**src/rtl/mct_defs.svh**
```systemverilog
// register offsets, field positions and the channel count of the match/capture timer
`ifndef MCT_DEFS_SVH
`define MCT_DEFS_SVH
`define MCT_OFF_CTRL      12'h000
`define MCT_OFF_COUNT     12'h004
`define MCT_OFF_PRESCALE  12'h008
`define MCT_OFF_PCOUNT    12'h00c
`define MCT_OFF_MATCHCTL  12'h010
`define MCT_OFF_EMCTL     12'h014
`define MCT_OFF_CAPCTL    12'h018
`define MCT_OFF_FLAGS     12'h01c
`define MCT_OFF_PWMCTL    12'h020
`define MCT_OFF_OUTS      12'h024
`define MCT_OFF_MATCH0    12'h040
`define MCT_OFF_CAP0      12'h060
`define MCT_CTRL_EN       0
`define MCT_CTRL_CRST     1
`define MCT_CTRL_CNTMODE  2
`define MCT_CTRL_CLRCAP   4
`define MCT_CTRL_CLREN    6
`define MCT_CTRL_CLREDGE  7
`define MCT_NCH           4
`define MCT_ZERO32        32'h0000_0000
`endif

```
**src/rtl/mct_pkg.sv**
```systemverilog
// types of the match/capture timer
package mct_pkg;
   typedef enum logic [1:0] {MCT_EM_NONE, MCT_EM_LOW, MCT_EM_HIGH, MCT_EM_TOGGLE} mct_em_t;
   typedef enum logic [1:0] {MCT_CNT_TIMER, MCT_CNT_RISE, MCT_CNT_FALL, MCT_CNT_BOTH} mct_cnt_t;
endpackage : mct_pkg

```
**src/rtl/mct_edge.sv**
```systemverilog
// edge detector for one externally sampled input with selectable edge
`timescale 1ns/100ps
module mct_edge (
   input wire logic pclk,
   input wire logic presetn,
   input wire logic sig,
   input wire logic rise_en,
   input wire logic fall_en,
   output logic hit
);
   typedef struct packed {
      logic prev;
   } mct_edge_st_t;
   mct_edge_st_t st_reg;
   mct_edge_st_t st_next;
   always_comb begin
      st_next = st_reg;
      st_next.prev = sig;
   end
   always_ff @(posedge pclk or negedge presetn) begin
      if (!presetn) begin
         st_reg <= '0;
      end else begin
         st_reg <= st_next;
      end
   end
   // combinational pulse, one cycle, registered by the caller
   assign hit = (rise_en & sig & ~st_reg.prev) | (fall_en & ~sig & st_reg.prev);
endmodule : mct_edge

```
**src/rtl/mct_timer.sv**
```systemverilog
// general counter timer: prescaler, four match and four capture channels, apb slave
//
// Design decisions made here: the APB slave port and the register offsets.
`timescale 1ns/100ps
`include "mct_defs.svh"
// Overview of operation
// - 32-bit count advanced through a 32-bit programmable prescaler.
// - timer mode counts pclk; counter mode counts edges of an external clock.
// - four 32-bit match registers; on match counting may continue, flag optional.
// - stop-on-match halts counting when count equals the match value.
// - reset-on-match returns count to zero on the match.
// - four match outputs each go low, high, toggle or stay on match.
// - four 32-bit capture channels latch the count on a chosen input edge.
// - a capture may raise an interrupt flag.
// - a selected capture edge can clear both count and prescaler.
// - match 0 and 1 can issue a DMA request on match.
// - pwm mode lets match channels 0 to 2 drive pwm outputs.
module mct_timer (
   input wire logic pclk,
   input wire logic presetn,
   input wire logic psel,
   input wire logic penable,
   input wire logic pwrite,
   input wire logic [11:0] paddr,
   input wire logic [31:0] pwdata,
   output logic [31:0] prdata,
   output logic pready,
   output logic pslverr,
   input wire logic ext_clk,
   input wire logic [3:0] cap_in,
   output logic [3:0] match_out,
   output logic [1:0] dma_req,
   output logic irq_flag_any
);
   typedef struct packed {
      logic [31:0] prdata;
      logic pready;
      logic pslverr;
      logic [7:0] ctrl;
      logic [31:0] count;
      logic [31:0] prescale;
      logic [31:0] pcount;
      logic [11:0] matchctl;
      logic [7:0] emctl;
      logic [11:0] capctl;
      logic [7:0] flags;
      logic [2:0] pwmctl;
      logic [3:0] outs;
      logic [1:0] dma;
      logic irq;
      logic [3:0][31:0] match;
      logic [3:0][31:0] cap;
   } mct_st_t;

   mct_st_t st_reg;
   mct_st_t st_next;
   logic [3:0] cap_hit;
   logic ext_hit;
   logic [3:0] cap_rise;
   logic [3:0] cap_fall;
   logic setup;
   logic wr;
   logic [31:0] cnt_plus;
   logic [3:0] mhit;
   logic [1:0] cnt_sel;

   assign setup = psel & ~penable;
   assign wr = psel & penable & pwrite & st_reg.pready;
   assign cnt_plus = st_reg.count + 32'h0000_0001;
   assign cnt_sel = st_reg.ctrl[`MCT_CTRL_CNTMODE +: 2];

   genvar gi;
   generate
      for (gi = 0; gi < `MCT_NCH; gi++) begin : g_cap
         assign cap_rise[gi] = st_reg.capctl[3*gi];
         assign cap_fall[gi] = st_reg.capctl[3*gi+1];
         mct_edge u_edge (
            .pclk(pclk),
            .presetn(presetn),
            .sig(cap_in[gi]),
            .rise_en(cap_rise[gi]),
            .fall_en(cap_fall[gi]),
            .hit(cap_hit[gi])
         );
         assign mhit[gi] = (st_reg.count == st_reg.match[gi]);
      end
   endgenerate

   // external count clock is one more sampled input, edge picked by the mode
   mct_edge u_ext (
      .pclk(pclk),
      .presetn(presetn),
      .sig(ext_clk),
      .rise_en(cnt_sel[0]),
      .fall_en(cnt_sel[1]),
      .hit(ext_hit)
   );

   always_comb begin
      logic tick;
      logic pre_wrap;
      logic clr_cap;
      logic [3:0] mfire;
      logic [31:0] rd;
      logic [11:0] a;
      logic [7:0] fset;
      tick = 1'b0;
      pre_wrap = 1'b0;
      clr_cap = 1'b0;
      mfire = 4'h0;
      rd = 32'h0000_0000;
      a = paddr;
      fset = 8'h00;
      st_next = st_reg;
      st_next.dma = 2'h0;
      // bus answers one cycle after setup: pready rises for the access phase only
      st_next.pready = setup;
      st_next.pslverr = 1'b0;

      // prescale and count step; a match is acted on once per count value, at its step
      if (st_reg.ctrl[`MCT_CTRL_EN] && !st_reg.ctrl[`MCT_CTRL_CRST]) begin
         tick = (cnt_sel == mct_pkg::MCT_CNT_TIMER) ? 1'b1 : ext_hit;
         if (tick) begin
            pre_wrap = (st_reg.pcount >= st_reg.prescale);
            st_next.pcount = pre_wrap ? `MCT_ZERO32 : st_reg.pcount + 32'h0000_0001;
            if (pre_wrap) begin
               st_next.count = cnt_plus;
               mfire = mhit;
            end
         end
      end
      for (int i = 0; i < `MCT_NCH; i++) begin
         if (mfire[i]) begin
            if (st_reg.matchctl[3*i]) st_next.flags[i] = 1'b1;
            fset[i] = st_reg.matchctl[3*i];
            if (st_reg.matchctl[3*i+1]) st_next.count = `MCT_ZERO32;
            if (st_reg.matchctl[3*i+2]) begin
               st_next.ctrl[`MCT_CTRL_EN] = 1'b0;
               // halted count keeps the matched value unless a reset already took it to zero
               if (st_next.count == cnt_plus) st_next.count = st_reg.count;
            end
            case (mct_pkg::mct_em_t'(st_reg.emctl[2*i +: 2]))
               mct_pkg::MCT_EM_LOW: st_next.outs[i] = 1'b0;
               mct_pkg::MCT_EM_HIGH: st_next.outs[i] = 1'b1;
               mct_pkg::MCT_EM_TOGGLE: st_next.outs[i] = ~st_reg.outs[i];
               default: st_next.outs[i] = st_reg.outs[i];
            endcase
         end
      end
      // pwm: output low from cycle start, high once count steps past match; match3 sets period
      for (int i = 0; i < 3; i++) begin
         if (st_reg.pwmctl[i]) begin
            if (mfire[3]) begin
               st_next.outs[i] = 1'b0;
            end else if (mfire[i]) begin
               st_next.outs[i] = 1'b1;
            end
         end
      end
      st_next.dma = mfire[1:0];

      for (int i = 0; i < `MCT_NCH; i++) begin
         if (cap_hit[i]) begin
            st_next.cap[i] = st_reg.count;
            if (st_reg.capctl[3*i+2]) st_next.flags[4+i] = 1'b1;
            fset[4+i] = st_reg.capctl[3*i+2];
         end
      end
      clr_cap = st_reg.ctrl[`MCT_CTRL_CLREN] && cap_hit[st_reg.ctrl[`MCT_CTRL_CLRCAP +: 2]];
      if (clr_cap || st_reg.ctrl[`MCT_CTRL_CRST]) begin
         st_next.count = `MCT_ZERO32;
         st_next.pcount = `MCT_ZERO32;
      end

      case (a)
         `MCT_OFF_CTRL: rd = {24'h000000, st_reg.ctrl};
         `MCT_OFF_COUNT: rd = st_reg.count;
         `MCT_OFF_PRESCALE: rd = st_reg.prescale;
         `MCT_OFF_PCOUNT: rd = st_reg.pcount;
         `MCT_OFF_MATCHCTL: rd = {20'h00000, st_reg.matchctl};
         `MCT_OFF_EMCTL: rd = {24'h000000, st_reg.emctl};
         `MCT_OFF_CAPCTL: rd = {20'h00000, st_reg.capctl};
         `MCT_OFF_FLAGS: rd = {24'h000000, st_reg.flags};
         `MCT_OFF_PWMCTL: rd = {29'h00000000, st_reg.pwmctl};
         `MCT_OFF_OUTS: rd = {28'h0000000, st_reg.outs};
         12'h040, 12'h044, 12'h048, 12'h04c: rd = st_reg.match[a[3:2]];
         12'h060, 12'h064, 12'h068, 12'h06c: rd = st_reg.cap[a[3:2]];
         default: rd = 32'h0000_0000;
      endcase
      if (setup) begin
         st_next.prdata = rd;
         st_next.pslverr = (rd == 32'h0000_0000) && (a > `MCT_OFF_CAP0 + 12'h00c ||
            (a > `MCT_OFF_OUTS && a < `MCT_OFF_MATCH0) ||
            (a > `MCT_OFF_MATCH0 + 12'h00c && a < `MCT_OFF_CAP0) || a[1:0] != 2'h0);
      end

      if (wr && !st_reg.pslverr) begin
         case (a)
            `MCT_OFF_CTRL: st_next.ctrl = pwdata[7:0];
            `MCT_OFF_COUNT: st_next.count = pwdata;
            `MCT_OFF_PRESCALE: st_next.prescale = pwdata;
            `MCT_OFF_PCOUNT: st_next.pcount = pwdata;
            `MCT_OFF_MATCHCTL: st_next.matchctl = pwdata[11:0];
            `MCT_OFF_EMCTL: st_next.emctl = pwdata[7:0];
            `MCT_OFF_CAPCTL: st_next.capctl = pwdata[11:0];
            // hardware set in this same cycle wins over the clear
            `MCT_OFF_FLAGS: st_next.flags = st_next.flags & ~(pwdata[7:0] & ~fset);
            `MCT_OFF_PWMCTL: st_next.pwmctl = pwdata[2:0];
            `MCT_OFF_OUTS: st_next.outs = pwdata[3:0];
            12'h040, 12'h044, 12'h048, 12'h04c: st_next.match[a[3:2]] = pwdata;
            default: st_next.match = st_next.match;
         endcase
      end
      st_next.irq = |st_next.flags;
   end

   always_ff @(posedge pclk or negedge presetn) begin
      if (!presetn) begin
         st_reg <= '0;
      end else begin
         st_reg <= st_next;
      end
   end

   assign prdata = st_reg.prdata;
   assign pready = st_reg.pready;
   assign pslverr = st_reg.pslverr;
   assign match_out = st_reg.outs;
   assign dma_req = st_reg.dma;
   assign irq_flag_any = st_reg.irq;

   AST_PRESCALE_STEP: assert property (@(posedge pclk) disable iff (!presetn)
      st_reg.ctrl[0] && !st_reg.ctrl[1] && cnt_sel == 2'h0 && st_reg.pcount < st_reg.prescale
      && !(|cap_hit) && !wr |=> st_reg.pcount == $past(st_reg.pcount) + 32'h0000_0001)
      else $error("prescale counter did not advance");
   AST_COUNT_STEP: assert property (@(posedge pclk) disable iff (!presetn)
      st_reg.ctrl[0] && !st_reg.ctrl[1] && cnt_sel == 2'h0 && st_reg.pcount >= st_reg.prescale
      && st_reg.matchctl == 12'h000 && !(|cap_hit) && !wr |=> st_reg.count == $past(cnt_plus))
      else $error("count did not step on prescale wrap");
   AST_HOLD_DISABLED: assert property (@(posedge pclk) disable iff (!presetn)
      !st_reg.ctrl[0] && !st_reg.ctrl[1] && !(|cap_hit) && !wr |=> $stable(st_reg.count))
      else $error("count moved while disabled");
   AST_STOP_ON_MATCH: assert property (@(posedge pclk) disable iff (!presetn)
      mfire_chk(3'd2) |=> !st_reg.ctrl[0])
      else $error("stop on match failed");
   AST_RESET_ON_MATCH: assert property (@(posedge pclk) disable iff (!presetn)
      mfire_chk(3'd1) && !wr |=> st_reg.count == 32'h0000_0000)
      else $error("reset on match failed");
   AST_MATCH_FLAG: assert property (@(posedge pclk) disable iff (!presetn)
      mfire_chk(3'd0) |=> st_reg.flags[0] ##1 st_reg.flags[0] || $past(wr))
      else $error("match flag not set");
   AST_CAPTURE: assert property (@(posedge pclk) disable iff (!presetn)
      cap_hit[1] |=> st_reg.cap[1] == $past(st_reg.count))
      else $error("capture did not latch count");
   AST_CAP_FLAG: assert property (@(posedge pclk) disable iff (!presetn)
      cap_hit[2] && st_reg.capctl[8] |=> st_reg.flags[6])
      else $error("capture flag not set");
   AST_CAP_CLEAR: assert property (@(posedge pclk) disable iff (!presetn)
      st_reg.ctrl[6] && cap_hit[st_reg.ctrl[5:4]] && !wr |=>
      st_reg.count == 32'h0000_0000 && st_reg.pcount == 32'h0000_0000)
      else $error("capture clear failed");
   AST_DMA: assert property (@(posedge pclk) disable iff (!presetn)
      dma_req[0] |-> $past(st_reg.count) == $past(st_reg.match[0]) ##1 !dma_req[0] ||
      $past(mhit[0]))
      else $error("dma request without match");
   AST_FLAG_STICKY: assert property (@(posedge pclk) disable iff (!presetn)
      st_reg.flags[5] && !(wr && paddr == 12'h01c && pwdata[5]) |=> st_reg.flags[5])
      else $error("flag dropped without a write of one");

   // count step as the checks below see it, rebuilt from the registered state
   logic chk_step;
   assign chk_step = st_reg.ctrl[0] && !st_reg.ctrl[1] && st_reg.pcount >= st_reg.prescale
      && (cnt_sel == 2'h0 || ext_hit);

   AST_PWM_SET: assert property (@(posedge pclk) disable iff (!presetn)
      chk_step && st_reg.pwmctl[1] && mhit[1] && !mhit[3] && !wr |=> match_out[1])
      else $error("pwm output not set at its match");
   AST_PWM_CLEAR: assert property (@(posedge pclk) disable iff (!presetn)
      chk_step && st_reg.pwmctl[1] && mhit[3] && !wr |=> !match_out[1])
      else $error("pwm output not cleared at period end");
   AST_EM_HIGH: assert property (@(posedge pclk) disable iff (!presetn)
      chk_step && mhit[0] && st_reg.emctl[1:0] == 2'h2 && !st_reg.pwmctl[0] && !wr
      |=> match_out[0])
      else $error("match output not driven high");
   AST_EM_NONE: assert property (@(posedge pclk) disable iff (!presetn)
      chk_step && mhit[1] && st_reg.emctl[3:2] == 2'h0 && !st_reg.pwmctl[1] && !wr
      |=> $stable(match_out[1]))
      else $error("match output moved with no action set");
   AST_DMA_ONE: assert property (@(posedge pclk) disable iff (!presetn)
      chk_step && mhit[1] |=> dma_req[1])
      else $error("dma request 1 missing on match");
   AST_CAP_GATE: assert property (@(posedge pclk) disable iff (!presetn)
      !st_reg.capctl[3] && !st_reg.capctl[4] |-> !cap_hit[1])
      else $error("capture fired with no edge selected");
   AST_PCOUNT_HOLD: assert property (@(posedge pclk) disable iff (!presetn)
      !st_reg.ctrl[0] && !st_reg.ctrl[1] && !(|cap_hit) && !wr |=> $stable(st_reg.pcount))
      else $error("prescale counter moved while disabled");
   AST_EXT_HOLD: assert property (@(posedge pclk) disable iff (!presetn)
      st_reg.ctrl[0] && !st_reg.ctrl[1] && cnt_sel != 2'h0 && !ext_hit && !(|cap_hit) && !wr
      |=> $stable(st_reg.count))
      else $error("count moved without an external edge");

   function automatic logic mfire_chk(input logic [2:0] bitsel);
      mfire_chk = st_reg.ctrl[0] && !st_reg.ctrl[1] && cnt_sel == 2'h0
         && st_reg.pcount >= st_reg.prescale && mhit[0] && st_reg.matchctl[bitsel];
   endfunction : mfire_chk
endmodule : mct_timer

```
**config.mk**
```make
export PLATFORM = sky130hd
export DESIGN_NAME = mct_timer
export DESIGN_NICKNAME = d
export VERILOG_FILES = /design/src/rtl/mct_pkg.sv /design/src/rtl/mct_edge.sv /design/src/rtl/mct_timer.sv
export VERILOG_INCLUDE_DIRS = /design/src /design/src/rtl
export SDC_FILE = /design/constraint.sdc
export NUM_CORES = 1
export LEC_CHECK = 0
export ABC_AREA = 1
export BUFFER_PORTS_ARGS = -buffer_cell sky130_fd_sc_hd__buf_4
export CAP_MARGIN = 20
export CELL_PAD_IN_SITES_DETAIL_PLACEMENT = 0
export CELL_PAD_IN_SITES_GLOBAL_PLACEMENT = 1
export CORE_UTILIZATION = 50
export CTS_CLUSTER_SIZE = 40
export DETAILED_ROUTE_END_ITERATION = 16
export PLACE_DENSITY_LB_ADDON = 0.1
export SLEW_MARGIN = 20
export SYNTH_ARGS = -nofsm -noshare
export SYNTH_HDL_FRONTEND = slang
export SYNTH_SLANG_ARGS = --single-unit
export TNS_END_PERCENT = 10
```
**constraint.sdc**
```tcl
create_clock -name pclk -period 13.4 [get_ports pclk]
set_input_delay 0 -clock pclk [delete_from_list [all_inputs] [get_ports pclk]]
set_output_delay 0 -clock pclk [all_outputs]
set_load 0.02 [all_outputs]
```
==> run summary, run 1 <==
status -> finished, final reports clean
Fillers -> 6101
Static Leak -> 16.2 nW
predominant post-synthesis flop cell -> dfrtp_1
Max-cap violations -> 0
max reg flops -> 393
Die W -> 251 um
f_max -> 90.7 MHz
# setup viols final -> 0
Post-synth EDFFs -> 0
net switching power -> 0.956 mW
period utilization -> 82.2%
Final Max Tran Viols -> 0
per-cell routed wire length -> 24.4 um
Initial DRC Count -> 3909
combinational share of power -> 12.7%
Seq cells post-synth -> 449
share of cells above drive strength 1 -> 8.90%
Initial Utilization -> 51.0%
Die Y -> 251 um
TritonCTS Buffers -> 51
CTS tree -> built
kind of critical path -> flop to flop
area delta synth->final -> 8.48%
Mean Syn Cell Area -> 7.01 um^2
fin nets -> 4472
flop-to-flop setup slack -> 2.38 ns
Core Area -> 0.0607 mm^2
P_int -> 2.39 mW
DP Wirelength -> 89.7 mm
sw frac -> 28.5%
global-route wire length before repair -> 190 mm
vias per cell -> 6.07
htree depth -> 2
RSZ-0062 raised after global routing -> false
Critical Path Source Type -> flop
syn_nets -> 4502
Worst-Margin Slew -> 1.09 ns
Max IR drop VDD -> 93.3 uV
Sequential Power Share -> 42.0%
placed cell count -> 5069
Critical Path AT -> 11.51 ns
setup bufs post-CTS -> 0
Final Non-Filler Cells -> 5207
worst skew pair latency -> 0.63 ns
Worst-path clk slew -> 0.06 ns
yosys warns -> 0
slowest CP cell -> nor2_4
Mapped Area -> 0.0309 mm^2
Hold Fails Final Rpt -> 0
pwr dens -> 99.9 mW/mm^2
crit-path most repeated cell -> nand2_1
GPL Wtd Cong -> 1.01
Yosys cell types -> 61
pin count of the biggest net entering global routing -> 79
DRC -> 0
Post-synth ARST share -> 100%
CP delay by family, top -> simple AND/OR/NAND/NOR gates
maximum clock path buffer count -> 3
Slew HR -> 26.8%
antenna viol nets, final -> 0
CP endpoint kind -> flop
CP peak stage delay -> 0.75 ns
IO Pins -> 95
Buf/Inv on CP -> 3
sequential fraction of the synthesis area -> 36.3%
worst min path class -> primary input to flop
CP Max Fanout -> 46
min Tclk post-route -> 11.02 ns
full die area -> 0.0628 mm^2
Worst Path Required -> 13.89 ns
clock share of power -> 45.3%
overall global routing resource usage -> 40.2%
Vias -> 31600
setup_tns -> 0 ns
PortBufs -> 94
Initial DRT Pass Iterations -> 6
clk sink count -> 449
WL final -> 127 mm
grt ovf -> 0
number of global-route vias before repair -> 29900
CTS root buffer -> clkbuf_16
initial antenna violation count -> 1
cells after synthesis -> 4414
row cnt -> 90
ANT cells -> 0
Clock Skews -> 0.0377 ns
-- what timing repair did --
action | 4_1_cts | 5_1_grt
hold endpoints to repair | 294 | 0
resized for setup | 0 | 0
hold buffers | 44 | 0
-- worst reg2reg max path, delay by kind of cell (launching register included) --
family | cells | cell delay, ns
AO/OA/AOI/OAI | 3 | 0.68
AND/OR/NAND/NOR | 46 | 8.24
flip-flops | 1 | 0.45
buffers and inverters | 3 | 1.12
adder cells (fa/ha/maj) | 1 | 0.37
-- cell usage after synthesis, types with 22 or more instances --
| cell type | count | area (um^2) |
|---|---|---|
| nand3_2 | 53 | 531 |
| xnor2_1 | 35 | 307 |
| a221oi_1 | 45 | 394 |
| buf_6 | 41 | 462 |
| nand2_1 | 1413 | 5300 |
| xor2_1 | 74 | 648 |
| nand3_1 | 293 | 1470 |
| nand4_1 | 119 | 744 |
| o22ai_1 | 53 | 332 |
| a22o_1 | 28 | 245 |
| inv_1 | 430 | 1610 |
| dfrtp_1 | 449 | 11200 |
| a21oi_1 | 89 | 445 |
| ha_1 | 34 | 425 |
| o21ai_0 | 503 | 2520 |
| nor4_1 | 22 | 138 |
| nor2_1 | 212 | 796 |
| buf_4 | 64 | 480 |
| o21ai_1 | 49 | 245 |
| clkbuf_1 | 114 | 428 |
| nor3_1 | 27 | 135 |
-- per-stage QoR --
stage | total power [mW] | instance area, um^2 | util [%] | hold WS, ns | setup slack, ns
after floorplan | 1.67 | 30900 | - | -0.296 | 7.38
after global placement | 1.84 | 31300 | 51.5 | 0.0613 | 2.85
after detailed placement | 1.84 | 31300 | 51.5 | 0.0553 | 2.83
after CTS | 3.35 | 33500 | 55.2 | 0.0124 | 2.80
final | 3.35 | 33500 | 55.3 | 0.0371 | 2.38
after global routing | 3.44 | 33500 | 55.3 | 0.0409 | 1.72
-- final timing paths --
kind                        startpoint                      to  cells past startpoint
max                        st_reg[309]             st_reg[372]                     53
min                          cap_in[2]  g_cap[2].u_edge.st_reg                      2
max reg2reg                st_reg[309]             st_reg[372]                     53
min reg2reg                 prdata[17]              prdata[17]                      2
max in group asynchronous      presetn              dma_req[1]                      6
min in group asynchronous      presetn              prdata[21]                      3
-- area by class of cell --
cell class | count | area [um^2] | share of cell area (%)
clock buffers | 68 | 1440 | 4.29
clock inverters | 26 | 359 | 1.07
inverters | 460 | 1730 | 5.15
multi-input cells | 3228 | 16200 | 48.4
flip-flops and latches | 449 | 11200 | 33.5
well taps | 782 | 978 | 2.92
repair buffers | 194 | 1570 | 4.69
-- power by group through the flow --
stage | combinational [mW] | sequential, mW | clock, mW
global placement | 0.405 | 1.43 | 0
CTS | 0.417 | 1.41 | 1.53
global route | 0.456 | 1.41 | 1.57
floorplan | 0.256 | 1.42 | 0
finish | 0.425 | 1.41 | 1.52
detailed placement | 0.404 | 1.43 | 0
-- kinds of logic after synthesis --
family	count (synthesis)	share of synthesized area (%)
adder cells (fa/ha/maj)	34	1.38
AO/OA/AOI/OAI	868	16.1
buffers and inverters	737	11.5
flip-flops	449	36.3
XOR/XNOR	111	3.19
AND/OR/NAND/NOR	2215	31.5
-- routing by layer --
metal	vias up	global-route usage (%)	wire, um	share of wire, %
met4	2	19.2	6630	5.2
met2	1771	63.0	56800	45
met1	15000	54.0	51800	41
met5	-	0	12	0.0094
li1	14500	-	-	-
met3	320	6.99	12000	9.4
-- placed cells by master (no fill, tap or decap), types with 12 or more instances in the layout --
master	count
o21ai_1	49
inv_2	16
a21oi_1	89
ha_1	34
o21ai_0	503
inv_1	429
nor2_2	17
nor2_4	14
clkinv_1	15
nand2_2	21
nor3_1	27
a31oi_1	15
nor2_1	207
buf_4	149
nand3_1	293
a22oi_1	20
xnor2_1	35
clkinv_2	12
a22o_1	28
xor2_1	74
dlygate4sd3_1	44
nand4_1	119
dfrtp_1	449
o22ai_1	53
nand3_2	53
clkbuf_16	51
nor4_1	22
a221oi_1	45
nand2_1	1407
or2_2	15
No activity file was read; power rests on OpenSTA's default activity.
==> run 2, diff against run 1 <==
- ABC_AREA: 1 -> 0
- CORE_UTILIZATION: 50 -> 46
- clock period: 13.4 -> 9.3 ns (I/O delays scaled with it)
==> run summary, run 2 <==
status -> finished with violations (was finished, final reports clean)
failing checks -> hold timing
Vias -> 29600 (was 31600)
initial antenna violation count -> 9 (was 1)
Critical Path AT -> 9.51 ns (was 11.51 ns)
flop-to-flop setup slack -> 0.25 ns (was 2.38 ns)
period utilization -> 97.3% (was 82.2%)
DRC -> 0 (unchanged)
Post-synth ARST share -> 100% (unchanged)
# setup viols final -> 0 (unchanged)
Initial DRC Count -> 4416 (was 3909)
vias per cell -> 7.05 (was 6.07)
Max IR drop VDD -> 178 uV (was 93.3 uV)
hold_ws -> -0.00625 ns (was 0.0371 ns)
most frequent cells in the layout -> 467 x buf_4, 449 x dfrtp_1, 335 x mux2_2, 249 x nand2_1, 194 x nor2_1 (was 1407 x nand2_1, 503 x o21ai_0, 449 x dfrtp_1, 429 x inv_1, 293 x nand3_1)
Setup crit end -> st_reg[383] (was st_reg[372])
PortBufs -> 94 (unchanged)
Slew HR -> 31.5% (was 26.8%)
Final Max Tran Viols -> 0 (unchanged)
Crit. Startpoint -> st_reg[396] (was st_reg[309])
Worst R2R Path Depth -> 28 (was 53)
Mapped Area -> 0.0297 mm^2 (was 0.0309 mm^2)
grt ovf -> 0 (unchanged)
IO Pins -> 95 (unchanged)
f_max -> 110 MHz (was 90.7 MHz)
worst min path class -> primary input to asynchronous set/reset pin (was primary input to flop)
Worst-Margin Slew -> 1.02 ns (was 1.09 ns)
placed cell count -> 4058 (was 5069)
Synth top area share -> 37.8% (was 36.3%)
Critical Path Source Type -> flop (unchanged)
Yosys cell types -> 112 (was 61)
slack of the critical path -> 0.246 ns (was 2.38 ns)
Cell Area, Placed -> 0.0332 mm^2 (was 0.0313 mm^2)
Die W -> 256 um (was 251 um)
Seq cells post-synth -> 449 (unchanged)
area delta synth->final -> 18.9% (was 8.48%)
row cnt -> 92 (was 90)
Mean Syn Cell Area -> 9.85 um^2 (was 7.01 um^2)
Final Non-Filler Cells -> 4193 (was 5207)
max reg flops -> 393 (unchanged)
antenna viol nets, final -> 0 (unchanged)
TritonCTS Buffers -> 47 (was 51)
yosys warns -> 0 (unchanged)
top-count cell post-synth -> dfrtp_1 (was nand2_1)
Static Leak -> 16.4 nW (was 16.2 nW)
global-route wire length before repair -> 213 mm (was 190 mm)
synth cell count leaders -> 449 x dfrtp_1, 335 x mux2_2, 249 x nand2_1 (was 1413 x nand2_1, 503 x o21ai_0, 449 x dfrtp_1)
leading area contributor after synthesis -> dfrtp_1 (unchanged)
RSZ-0062 raised after global routing -> false (unchanged)
Core Area -> 0.0634 mm^2 (was 0.0607 mm^2)
Initial Utilization -> 46.8% (was 51.0%)
Initial DRT Pass Iterations -> 9 (was 6)
Clock Skews -> 0.0229 ns (was 0.0377 ns)
predominant post-synthesis flop cell -> dfrtp_1 (unchanged)
number of global-route vias before repair -> 28800 (was 29900)
overall global routing resource usage -> 45.2% (was 40.2%)
slowest CP cell -> dfrtp_1 (was nor2_4)
CP peak stage delay -> 1.01 ns (was 0.75 ns)
htree depth -> 2 (unchanged)
pin count of the biggest net entering global routing -> 203 (was 79)
CTS root buffer -> clkbuf_16 (unchanged)
Synth area leaders -> dfrtp_1 38%, mux2_2 13%, mux4_2 4.9%, xor2_1 4.2%, nand2_1 3.1% (was dfrtp_1 36%, nand2_1 17%, o21ai_0 8.1%, inv_1 5.2%, nand3_1 4.7%)
per-cell routed wire length -> 35.9 um (was 24.4 um)
clk sink count -> 449 (unchanged)
pwr dens -> 119 mW/mm^2 (was 99.9 mW/mm^2)
maximum clock path buffer count -> 3 (unchanged)
crit-path most repeated cell -> buf_4 (was nand2_1)
CTS tree -> built (unchanged)
Max-cap violations -> 0 (unchanged)
full die area -> 0.0656 mm^2 (was 0.0628 mm^2)
Setup WS pre-CTS -> 0.00412 ns (was 2.83 ns)
CP Max Fanout -> 14 (was 46)
setup_tns -> 0 ns (unchanged)
sequential fraction of the synthesis area -> 37.8% (was 36.3%)
fin nets -> 3392 (was 4472)
commonest non-fill, non-tap cell in the layout -> buf_4 (was nand2_1)
kind of critical path -> flop to flop (unchanged)
r2r startpoint -> st_reg[396] (was st_reg[309])
Finished Cell Area -> 0.0353 mm^2 (was 0.0335 mm^2)
Hold Fails Final Rpt -> 2 (was 0)
WL final -> 150 mm (was 127 mm)
cells after synthesis -> 3015 (was 4414)
Worst-path clk slew -> 0.07 ns (was 0.06 ns)
Power, Total -> 4.20 mW (was 3.35 mW)
Post-synth EDFFs -> 0 (unchanged)
Layout Utilization -> 55.7% (was 55.3%)
reg-to-reg endpoint -> st_reg[383] (was st_reg[372])
syn_nets -> 3103 (was 4502)
Die Y -> 256 um (was 251 um)
share of cells above drive strength 1 -> 30.9% (was 8.90%)
min Tclk post-route -> 9.05 ns (was 11.02 ns)
GPL Wtd Cong -> 1.08 (was 1.01)
worst skew pair latency -> 0.60 ns (was 0.63 ns)
Worst Path Required -> 9.76 ns (was 13.89 ns)
CP endpoint kind -> flop (unchanged)
DP Wirelength -> 112 mm (was 89.7 mm)
run 2: cell types whose count changed after synthesis, sizes merged, moves of 39 or more:
cell    before  now
nand3      347   90
nor4        22   61
o22ai       53   12
nand4      119   46
nor2       242  201
mux2         0  336
a31oi       17   57
mux4         0   65
xor2        76  144
nor3        29   72
clkbuf     122  162
o21ai      552  160
nand2     1433  250
inv        444   68
run 2: how the worst min path moves through the flow:
stage | from | to | slack [ns] | cells past startpoint
floorplan | presetn | cap_fall[0] | -0.30 | 0
global placement | presetn | dma_req[1] | 0.05 | 1
detailed placement | presetn | dma_req[1] | 0.06 | 1
CTS | presetn | dma_req[0] | 0.04 | 2
global route | presetn | dma_req[1] | 0.08 | 2
finish | presetn | dma_req[0] | -0.006 | 2
run 2: power breakdown:
| group | internal (mW) | switching [mW] | leakage [nW] |
|---|---|---|---|
| combinational | 0.0797 | 0.158 | 9.45 |
| sequential | 1.97 | 0.0157 | 6.17 |
| clock | 1.14 | 0.842 | 0.794 |
| total | 3.19 | 1.02 | 16.4 |
run 2: per-layer routing:
layer | vias to the layer above | share of wire, % | track usage [%]
met2 | 2350 | 41 | 64.1
met3 | 513 | 12 | 12.9
met4 | 8 | 6.2 | 23.8
met5 | - | 0.029 | 0
li1 | 11800 | - | -
met1 | 14900 | 40 | 62.2
run 2: final cells by class:
cell class / count / area [um^2]
fill: 5399 / 28100
multi-input combinational: 2220 / 17100
sequential: 449 / 11200
timing repair buffer: 516 / 4070
clock buffer: 60 / 1310
tap: 846 / 1060
clock inverter: 26 / 304
inverter: 70 / 263
antenna: 6 / 15.0
run 2: cells by family (layout without fill, tap and decap cells):
| family | after synthesis | after routing | share of synthesized area [%] |
|---|---|---|---|
| flip-flops | 449 | 449 | 37.8 |
| AO/OA/AOI/OAI | 705 | 705 | 16.9 |
| other | 0 | 6 | 0 |
| AND/OR/NAND/NOR | 893 | 893 | 15.4 |
| buffers and inverters | 346 | 672 | 5.11 |
| XOR/XNOR | 170 | 170 | 5.01 |
| multiplexers | 418 | 418 | 18.2 |
| adder cells (fa/ha/maj) | 34 | 34 | 1.43 |
run 2: repair_timing:
action	4_1_cts	5_1_grt
buffers inserted	0	0
pin swaps	0	0
hold endpoints to repair	377	0
hold buffers	41	0
resized for setup	1	3
setup endpoints to repair	8	32
run 2: worst max-delay path: cells and delay by family, from the launching register on:
kind / cells / cell delay [ns]
AOI/OAI and AO/OA: 7 / 2.19
buffers and inverters: 6 / 1.28
DFF: 1 / 1.01
muxes: 1 / 0.39
and+or+nand+nor: 14 / 3.99
